[src/common/ami_pkg.sv]
// Functional notes
// - Line pulses driven only while transmit clock is low, polarity from data input.
// - Line pulse lasts the clock low phase; width set by clock, not timers.
// - Both data inputs high in one bit inhibits the driver entirely.
// - Receiver gives separate unipolar outputs for positive and negative pulses.
// - Received data latched by recovered clock, which is also output.
// - Recovered clock 488 ns period, 244 ns high; data lasts one bit. Code gives 24-cycle halves: 240 ns high, 480 ns free running.
// - Loss-of-signal asserts 0.7 to 1.3 peak time constants after input removal.
// - Line loopback low sends recovered data and clock into transmitter, outputs kept.
// - Local loopback low sends transmit inputs to receiver outputs, line still driven.
// - HDB3 data passes unchanged both ways; no substitution coding here.
package ami_pkg;

   localparam int unsigned SYS_CLK_PERIOD_NS = 10;
   localparam int unsigned BIT_PERIOD_NS     = 488;
   localparam int unsigned HALF_BIT_NS       = 244;
   localparam int unsigned RX_STAB_MS        = 5;
   // Nominal peak-detector time constant for the usual external network
   localparam int unsigned LOS_DELAY_NS      = 415000;

   localparam int unsigned RX_CNT_W          = 8;
   // Longest half period, rounded down to whole cycles
   localparam logic [RX_CNT_W-1:0] RX_HALF_CYC =
      RX_CNT_W'(HALF_BIT_NS / SYS_CLK_PERIOD_NS);
   localparam logic [RX_CNT_W-1:0] RX_CNT_RST = 8'h00;

   typedef struct packed {
      logic plus;
      logic minus;
   } ami_pair_t;

   localparam ami_pair_t PAIR_RST = 2'h0;

   // Asynchronous pin inputs, synchronised as one group
   typedef struct packed {
      logic      tx_clk;
      ami_pair_t tx;
      logic      line_lb_n;
      logic      local_lb_n;
      ami_pair_t rx;
   } ami_pins_t;

   // Loopback controls idle high, clock idle high
   localparam ami_pins_t PINS_RST = 7'h4c;

endpackage

[src/rtl/ami_line_if.sv]
`timescale 1ns/1ps
`default_nettype none
module ami_line_if #(
   parameter int unsigned LOS_DELAY_CYC = ami_pkg::LOS_DELAY_NS / ami_pkg::SYS_CLK_PERIOD_NS
) (
   // Clock and reset
   input  wire logic sys_clk,
   input  wire logic rst,
   input  wire logic clk_en,
   // Transmit side from framer
   input  wire logic tx_clock,
   input  wire logic tx_plus_data,
   input  wire logic tx_minus_data,
   // Loopback controls, active low
   input  wire logic line_loopback_n,
   input  wire logic local_loopback_n,
   // Detected line pulses from receive comparators
   input  wire logic rx_line_plus,
   input  wire logic rx_line_minus,
   // Line driver commands
   output logic      line_drive_plus,
   output logic      line_drive_minus,
   // Receive side to framer
   output logic      rx_plus_data,
   output logic      rx_minus_data,
   output logic      recovered_clock,
   output logic      signal_lost_flag
);

   localparam int unsigned LOS_W = $clog2(LOS_DELAY_CYC + 1);
   localparam logic [LOS_W-1:0] LOS_LIMIT = LOS_W'(LOS_DELAY_CYC);
   localparam logic [LOS_W-1:0] LOS_RST   = '0;

   // Pin synchronisers
   ami_pkg::ami_pins_t pins_in;
   ami_pkg::ami_pins_t meta_q, meta_d;
   ami_pkg::ami_pins_t pin_q, pin_d;
   ami_pkg::ami_pins_t pin_old_q, pin_old_d;

   always_comb begin
      pins_in.tx_clk     = tx_clock;
      pins_in.tx.plus    = tx_plus_data;
      pins_in.tx.minus   = tx_minus_data;
      pins_in.line_lb_n  = line_loopback_n;
      pins_in.local_lb_n = local_loopback_n;
      pins_in.rx.plus    = rx_line_plus;
      pins_in.rx.minus   = rx_line_minus;
      meta_d    = clk_en ? pins_in : meta_q;
      pin_d     = clk_en ? meta_q : pin_q;
      pin_old_d = clk_en ? pin_q : pin_old_q;
   end

   always_ff @(posedge sys_clk or posedge rst) begin
      if (rst) begin
         meta_q    <= ami_pkg::PINS_RST;
         pin_q     <= ami_pkg::PINS_RST;
         pin_old_q <= ami_pkg::PINS_RST;
      end else begin
         meta_q    <= meta_d;
         pin_q     <= pin_d;
         pin_old_q <= pin_old_d;
      end
   end

   logic rx_evt_plus;
   logic rx_evt_minus;
   logic rx_evt;
   assign rx_evt_plus  = pin_q.rx.plus & ~pin_old_q.rx.plus;
   assign rx_evt_minus = pin_q.rx.minus & ~pin_old_q.rx.minus;
   assign rx_evt       = rx_evt_plus | rx_evt_minus;

   // Clock recovery: half-period counter realigned on each pulse.
   // A pulse restarts the low phase so the next rise lands mid-bit.
   logic [ami_pkg::RX_CNT_W-1:0] ph_q, ph_d;
   logic                         rclk_q, rclk_d;
   ami_pkg::ami_pair_t           pend_q, pend_d;
   ami_pkg::ami_pair_t           rdat_q, rdat_d;
   logic                         latch_evt;

   always_comb begin
      ph_d      = ph_q;
      rclk_d    = rclk_q;
      pend_d    = pend_q;
      rdat_d    = rdat_q;
      latch_evt = 1'b0;
      if (clk_en) begin
         if (rx_evt) begin
            ph_d   = ami_pkg::RX_CNT_RST;
            rclk_d = 1'b0;
         end else if (ph_q == ami_pkg::RX_HALF_CYC - 8'h01) begin
            ph_d   = ami_pkg::RX_CNT_RST;
            rclk_d = ~rclk_q;
            latch_evt = ~rclk_q;
         end else begin
            ph_d = ph_q + 8'h01;
         end
         if (latch_evt) begin
            rdat_d = pend_q;
            pend_d = ami_pkg::PAIR_RST;
         end
         // A pulse in the latch cycle is kept for the next bit
         if (rx_evt_plus) begin
            pend_d.plus = 1'b1;
         end
         if (rx_evt_minus) begin
            pend_d.minus = 1'b1;
         end
      end
   end

   always_ff @(posedge sys_clk or posedge rst) begin
      if (rst) begin
         ph_q   <= ami_pkg::RX_CNT_RST;
         rclk_q <= 1'b0;
         pend_q <= ami_pkg::PAIR_RST;
         rdat_q <= ami_pkg::PAIR_RST;
      end else begin
         ph_q   <= ph_d;
         rclk_q <= rclk_d;
         pend_q <= pend_d;
         rdat_q <= rdat_d;
      end
   end

   // Loss of signal: quiet-time counter, saturating
   logic [LOS_W-1:0] quiet_q, quiet_d;
   logic             los_q, los_d;

   always_comb begin
      quiet_d = quiet_q;
      los_d   = los_q;
      if (clk_en) begin
         if (rx_evt) begin
            quiet_d = LOS_RST;
         end else if (quiet_q != LOS_LIMIT) begin
            quiet_d = quiet_q + LOS_W'(1);
         end
         los_d = (quiet_d == LOS_LIMIT);
      end
   end

   always_ff @(posedge sys_clk or posedge rst) begin
      if (rst) begin
         quiet_q <= LOS_RST;
         los_q   <= 1'b0;
      end else begin
         quiet_q <= quiet_d;
         los_q   <= los_d;
      end
   end

   // Loopback muxes; each control acts on its own path only
   logic               src_clk;
   ami_pkg::ami_pair_t src_dat;
   assign src_clk = pin_q.line_lb_n ? pin_q.tx_clk : rclk_q;
   assign src_dat = pin_q.line_lb_n ? pin_q.tx : rdat_q;

   // Transmitter: data captured at the clock fall, driven during low phase.
   // Synchroniser delay shifts both edges alike, so width is preserved.
   logic               src_clk_old_q, src_clk_old_d;
   ami_pkg::ami_pair_t cap_q, cap_d;
   ami_pkg::ami_pair_t drv_q, drv_d;
   logic               src_fall;
   ami_pkg::ami_pair_t bit_now;
   assign src_fall = src_clk_old_q & ~src_clk;
   // New bit drives from the fall cycle itself, so no cycle of width is lost
   assign bit_now  = src_fall ? src_dat : cap_q;

   always_comb begin
      src_clk_old_d = src_clk_old_q;
      cap_d         = cap_q;
      drv_d         = drv_q;
      if (clk_en) begin
         src_clk_old_d = src_clk;
         if (src_fall) begin
            cap_d = src_dat;
         end
         drv_d.plus  = ~src_clk & bit_now.plus & ~bit_now.minus;
         drv_d.minus = ~src_clk & bit_now.minus & ~bit_now.plus;
      end
   end

   always_ff @(posedge sys_clk or posedge rst) begin
      if (rst) begin
         src_clk_old_q <= 1'b1;
         cap_q         <= ami_pkg::PAIR_RST;
         drv_q         <= ami_pkg::PAIR_RST;
      end else begin
         src_clk_old_q <= src_clk_old_d;
         cap_q         <= cap_d;
         drv_q         <= drv_d;
      end
   end

   // Receive outputs, with local loopback substituting the transmit inputs
   ami_pkg::ami_pair_t rxo_q, rxo_d;
   logic               recovered_clock_o_q, recovered_clock_o_d;

   always_comb begin
      rxo_d     = rxo_q;
      recovered_clock_o_d = recovered_clock_o_q;
      if (clk_en) begin
         rxo_d     = pin_q.local_lb_n ? rdat_q : pin_q.tx;
         recovered_clock_o_d = pin_q.local_lb_n ? rclk_q : pin_q.tx_clk;
      end
   end

   always_ff @(posedge sys_clk or posedge rst) begin
      if (rst) begin
         rxo_q     <= ami_pkg::PAIR_RST;
         recovered_clock_o_q <= 1'b0;
      end else begin
         rxo_q     <= rxo_d;
         recovered_clock_o_q <= recovered_clock_o_d;
      end
   end

   assign line_drive_plus  = drv_q.plus;
   assign line_drive_minus = drv_q.minus;
   assign rx_plus_data     = rxo_q.plus;
   assign rx_minus_data    = rxo_q.minus;
   assign recovered_clock  = recovered_clock_o_q;
   assign signal_lost_flag = los_q;
endmodule
`default_nettype wire

[config.mk]
export PLATFORM = sky130hd
export DESIGN_NAME = ami_line_if
export DESIGN_NICKNAME = d
export VERILOG_FILES = /design/src/common/ami_pkg.sv /design/src/rtl/ami_line_if.sv
export SDC_FILE = /design/constraint.sdc
export NUM_CORES = 1
export LEC_CHECK = 0
export ABC_AREA = 1
export BUFFER_PORTS_ARGS = -buffer_cell sky130_fd_sc_hd__buf_2
export CAP_MARGIN = 20
export CORE_MARGIN = 2
export CORE_UTILIZATION = 50
export DETAILED_ROUTE_END_ITERATION = 8
export PLACE_DENSITY = 0.75
export SLEW_MARGIN = 10
export SYNTH_ARGS = -nofsm -noshare
export SYNTH_HDL_FRONTEND = slang
export SYNTH_SLANG_ARGS = --single-unit
[constraint.sdc]
create_clock -name sys_clk -period 3.86 [get_ports sys_clk]
set_input_delay 0.193 -clock sys_clk [delete_from_list [all_inputs] [get_ports sys_clk]]
set_output_delay 0.193 -clock sys_clk [all_outputs]
set_load 0.005 [all_outputs]
Word level (Yosys, flattened, before mapping)
Index checks and enable logic that the tools add are counted.
{ "totals": {"register_bits": 54, "in_bits": 10, "out_inout_bits": 6, "elab_cells": 76} }
{ "op_classes": {"add_sub_neg": 2, "eq_ne": 3, "mux": 18, "bitwise": 14, "reduce_logical": 7} }
{ "op_table": {"columns": ["cell", "n"], "rows": [
  ["$mux W16", 3],
  ["$add A16 B1 Y16 const B", 1],
  ["$eq A16 B16 Y1 const B", 1],
  ["$mux W8", 2],
  ["$ne A16 B16 Y1 const B", 1],
  ["$mux W1", 9],
  ["$add A8 B1 Y8 const B", 1],
  ["$eq A8 B5 Y1 const B", 1],
  ["$mux W2", 4],
  ["$reduce_and A2 Y1", 4],
  ["$and A1 B1 Y1", 7],
  ["$not A1 Y1", 6],
  ["$reduce_bool A2 Y1", 3],
  ["$or A1 B1 Y1", 1]
]} }

Depth between registers and ports, before layout
{ "depth": {"word_depth": 7, "depth_mapped": 13, "mapped_depth_nobuf": 13} }

Worst setup path before layout
No wires, ideal clock.
{ "synth_timing": {"kind": "reg2reg", "start": "register quiet_q[0]", "end": "register los_q, in the netlist signal_lost_flag", "setup_ns": 0.117, "arrival_ns": 1.447, "required_time_ns": 3.743, "setup_slack_ns": 2.296, "path_stages_with_launch": 12, "n_path_buf": 0, "synth_period_minus_slack_ns": 1.564, "cell_sequence": "dfrtp_1 ha_1 inv_1 nor2_2 nand3_1 inv_1 nand3_2 xor2_1 nor2_2 nor2_1 nand3_1 nand2_1"} }
{ "synth_between": {"elab_chain_cells": 5, "word_cells_on_any_way": 6, "classes_between": "add/sub: 1; eq/ne: 2; mux: 3"} }
{ "synth_rtl": {"columns": ["element", "line", "text"], "rows": [
  ["start: declaration", "ami_line_if.sv:126", "logic [LOS_W-1:0] quiet_q, quiet_d;"],
  ["start signal: assignment", "ami_line_if.sv:147", "quiet_q <= quiet_d;"],
  ["$add A16 B1 Y16 / $ne A16 B16 Y1 (equally long branches)", "ami_line_if.sv:136, ami_line_if.sv:135", null],
  ["$mux W16 *", "ami_line_if.sv:135", "end else if (quiet_q != LOS_LIMIT) begin"],
  ["$mux W16 *", "ami_line_if.sv:133", "if (rx_evt) begin"],
  ["$mux W16 *", "ami_line_if.sv:132", "if (clk_en) begin"],
  ["$eq A16 B16 Y1 *", "ami_line_if.sv:138", "los_d = (quiet_d == LOS_LIMIT);"],
  ["end signal: assignment", "ami_line_if.sv:148", "los_q <= los_d;"],
  ["end: declaration", "ami_line_if.sv:127", "logic los_q, los_d;"]
]} }
Every way passes the cells marked *; elsewhere a longest branch is shown, timed or not. The select of a mux whose other input is x is not followed.
A chain may end at the register's enable or synchronous reset.

Worst setup path after layout
{ "layout_timing": {"start": "register pin_old_q[0] in the netlist's numbering", "end": "register rdat_q[0] in the netlist's numbering"} }
{ "layout_between": {"elab_chain_cells": 6} }
{ "layout_rtl": {"columns": ["element", "line", "text"], "rows": [
  ["start: declaration", "ami_line_if.sv:38", "ami_pkg::ami_pins_t pin_old_q, pin_old_d;"],
  ["start signal: assignment", "ami_line_if.sv:57", "pin_old_q <= ami_pkg::PINS_RST;"],
  ["start signal: assignment", "ami_line_if.sv:61", "pin_old_q <= pin_old_d;"],
  ["$not A1 Y1", "ami_line_if.sv:69", "assign rx_evt_minus = pin_q.rx.minus & ~pin_old_q.rx.minus;"],
  ["$and A1 B1 Y1", "ami_line_if.sv:69", null],
  ["$or A1 B1 Y1", "ami_line_if.sv:70", "assign rx_evt = rx_evt_plus | rx_evt_minus;"],
  ["$mux W1", "ami_line_if.sv:87", "if (rx_evt) begin"],
  ["$mux W1", "ami_line_if.sv:86", "if (clk_en) begin"],
  ["$reduce_and A2 Y1 (no line)", null, null],
  ["end signal: assignment", "ami_line_if.sv:116", "rdat_q <= ami_pkg::PAIR_RST;"],
  ["end signal: assignment", "ami_line_if.sv:121", "rdat_q <= rdat_d;"],
  ["end: declaration", "ami_line_if.sv:77", "ami_pkg::ami_pair_t rdat_q, rdat_d;"]
]} }
Every way passes these cells. The select of a mux whose other input is x is not followed.

==> impl_metrics.csv <==
group,metric,value,unit
routing,drc,0,
clock_network,cts.sinks,54,
timing,relSlewSlack,57.3,%
global_routing,grt_start_max_net_pins,47,
timing,worst_slew_pin_slew,0.640,ns
setup_path,worstPathRequired,4.05,ns
synth,yosys_warnings,0,
final_layout,antenna_cells,0,
floorplanning,dieArea,6330,um^2
final_layout,synthToLayoutAreaGrowth,8.81,%
setup_path,rr_worst_depth,10,
routing,antenna_left,0,
routing,vias,2427,
global_routing,grt_use_total,20.7,%
timing,finalCriticalPeriod,2.01,ns
clock_network,ctsResizeCount,0,
setup_path,cp_max_fo,20,
floorplanning,ios,16,
floorplanning,fp-row-count,27,
pwr,power_leakage,1.49,nW
clock_network,path_clk_slew,0.09,ns
worst_hold_path,hold_start,"tx_clock",
timing,slew_viol_final,0,
setup_path,reg2reg_setup_slack,1.85,ns
synth,synth-main-ff-cell,"dfrtp_1",
clock_network,cts_max_path_buffers,2,
routing,drt_iter0_drc,153,
floorplanning,core,5510,um^2
synth,netlist-cell-type-count,31,
timing,setup-tns-final,0,ns
clock_network,hold_buffers,1,
routing,drtPass1Iterations,5,
worst_hold_path,hold_path_end,"meta_q[6]",
final_layout,drive_above_1_share,12.3,%
final_layout,nets,411,
synth,synth-edff-count,0,
worst_hold_path,hold_class,"input pin to register",
worst_hold_path,hold_path_depth,3,
setup_path,timing.rr.end,"rdat_q[0]",
setup_path,crit_type,"register to register",
routing,totalWireLength,5760,um
synth,synth_top_area_cell,"dfrtp_1",
timing,finalHoldViolations,0,
setup_path,cp.arrival,2.20,ns
setup_path,startpoint_type,"register",
synth,synth.most_common_cell,"nand2_1",
timing,fin_crit_sh,52.2,%
setup_path,r2r_start,"pin_old_q[0]",
synth,syn_inst,383,
placement,place.gp.congestion,0.849,
placement,portBuffers,15,
synth,synth_area_leaders,"dfrtp_1, nand2_1, o21ai_0",
clock_network,htree_levels,2,
global_routing,grt_pass1_vias,2248,
timing,setup_viol,0,
floorplanning,die_x,79.6,um
synth,syn-cell-area,2850,um^2
pwr,power.density,416,nW/um^2
synth,async_reset_ff_share,100,%
timing,max_freq,496,MHz
synth,synth-seq-cells,54,
timing,grt_setup_unrepaired,"false",
clock_network,cts_setup_buffers,0,
placement,dpl.hpwl,4140,um
clock_network,tritoncts,"yes",
synth,syn_avg_cell_area,7.45,um^2
pwr,ir_drop,284,uV
floorplanning,die-height,79.6,um
timing,fin_skew,0.00902,ns
status,status,"finished, final reports clean",
synth,synth-seq-area-share,47.7,%
synth,synthDominantCellAreaShare,41.2,%
clock_network,cts_buffers,5,
clock_network,worstSkewPairLatency,0.31,ns
global_routing,grt_overflow_total,0,
pwr,power,1.29,mW
setup_path,endpoint_kind,"register",
global_routing,grt_pass1_wl,10300,um
routing,wl_per_cell,12.2,um
floorplanning,start_util,51.8,%
routing,routed_via_density,5.15,
clock_network,ctsRootBufferMaster,"clkbuf_8",
synth,syn_nets,396,
run,maxCapViolCount,0,
global_routing,antenna_found_initial,0,
synth,synth_commonest_cells,"nand2_1, dfrtp_1, o21ai_0",
worst max-delay path, stage by stage (launching register included):
cell and delay, ns:
dfrtp_1 0.37, inv_1 0.06, nand2_1 0.07, nand2_1 0.17
inv_1 0.32, nand2_1 0.16, nand2_1 0.12, nor3_1 0.31
inv_1 0.15, nand2_1 0.09, o21ai_0 0.08
where the power goes:
part / switching [mW] / internal, mW / total [mW] / leakage, nW
clock: 0.185 / 0.129 / 0.314 / 0.0452
combinational: 0.162 / 0.0940 / 0.256 / 0.757
sequential: 0.0607 / 0.661 / 0.722 / 0.687
per-layer routing:
layer  GRT usage [%]  up-vias  share of wire [%]
met1            29.3     1103                 49
met4            6.90        0                1.8
met2            32.6       62                 44
met5               0        -                  0
met3            3.39        9                4.9
li1                -     1253                  -
cell type report:
type	count	area (um^2)
clock buffers	6	72.6
clock inverters	2	13.8
fillers	513	2400
inverters	45	169
multi-input cells	273	1280
flip-flops and latches	54	1360
well taps	72	90.1
repair buffers	19	120
state kept, by name, indices dropped and copies added (netlist names):
register	flops
pend_q	2
meta_q	7
rdat_q	2
ph_q	8
rclk_q	1
quiet_q	16
src_clk_old_q	1
line_drive_plus	1
pin_q	7
rx_minus_data	1
cap_q	2
signal_lost_flag	1
recovered_clock	1
line_drive_minus	1
rx_plus_data	1
pin_old_q	2
kinds of logic after synthesis:
family / share of synthesized area (%)
simple gates: 30.8
fa+ha+maj: 1.32
compound gates: 10.5
mux: 0.351
xor+xnor: 1.84
flops: 47.7
buf+inv: 7.50
layout by cell type, fill, tap and decap left out, types with 2 or more instances in the layout:
cell,n
o21ai_0,45
nand3_1,25
nor2_4,2
xor2_1,3
nor2_2,3
nand4_1,8
a21oi_1,5
buf_2,15
inv_1,40
nand2_2,4
buf_4,2
ha_1,3
xnor2_1,3
dfstp_2,7
clkbuf_8,5
nor2_1,38
nor3_1,6
dfrtp_1,47
inv_2,4
nand2_1,117
o22ai_1,2
metrics by stage:
stage          instances  util (%)  area [um^2]  setup WS [ns]  hold WS (ns)
6_report             471      56.4         3110           1.85        0.0839
5_1_grt              471      56.4         3110           1.63        0.0755
4_1_cts              471      56.4         3110           1.87        0.0757
3_5_place_dp         462      54.6         3010           1.78         0.294
3_3_place_gp         461      54.3         2990           1.80         0.396
2_1_floorplan        383         -         2850           2.30         0.289
how the worst max path moves through the flow:
| stage | from | endpoint | slack [ns] | cells past startpoint |
|---|---|---|---|---|
| after floorplan | quiet_q[0] | signal_lost_flag | 2.30 | 11 |
| after global placement | clk_en | ph_q[6] | 1.80 | 8 |
| after detailed placement | clk_en | ph_q[6] | 1.78 | 8 |
| after CTS | pin_old_q[1] | rdat_q[0] | 1.87 | 10 |
| after global routing | pin_old_q[0] | rdat_q[0] | 1.63 | 10 |
| final | pin_old_q[0] | rdat_q[0] | 1.85 | 10 |
(Power assumes the default switching activity.)
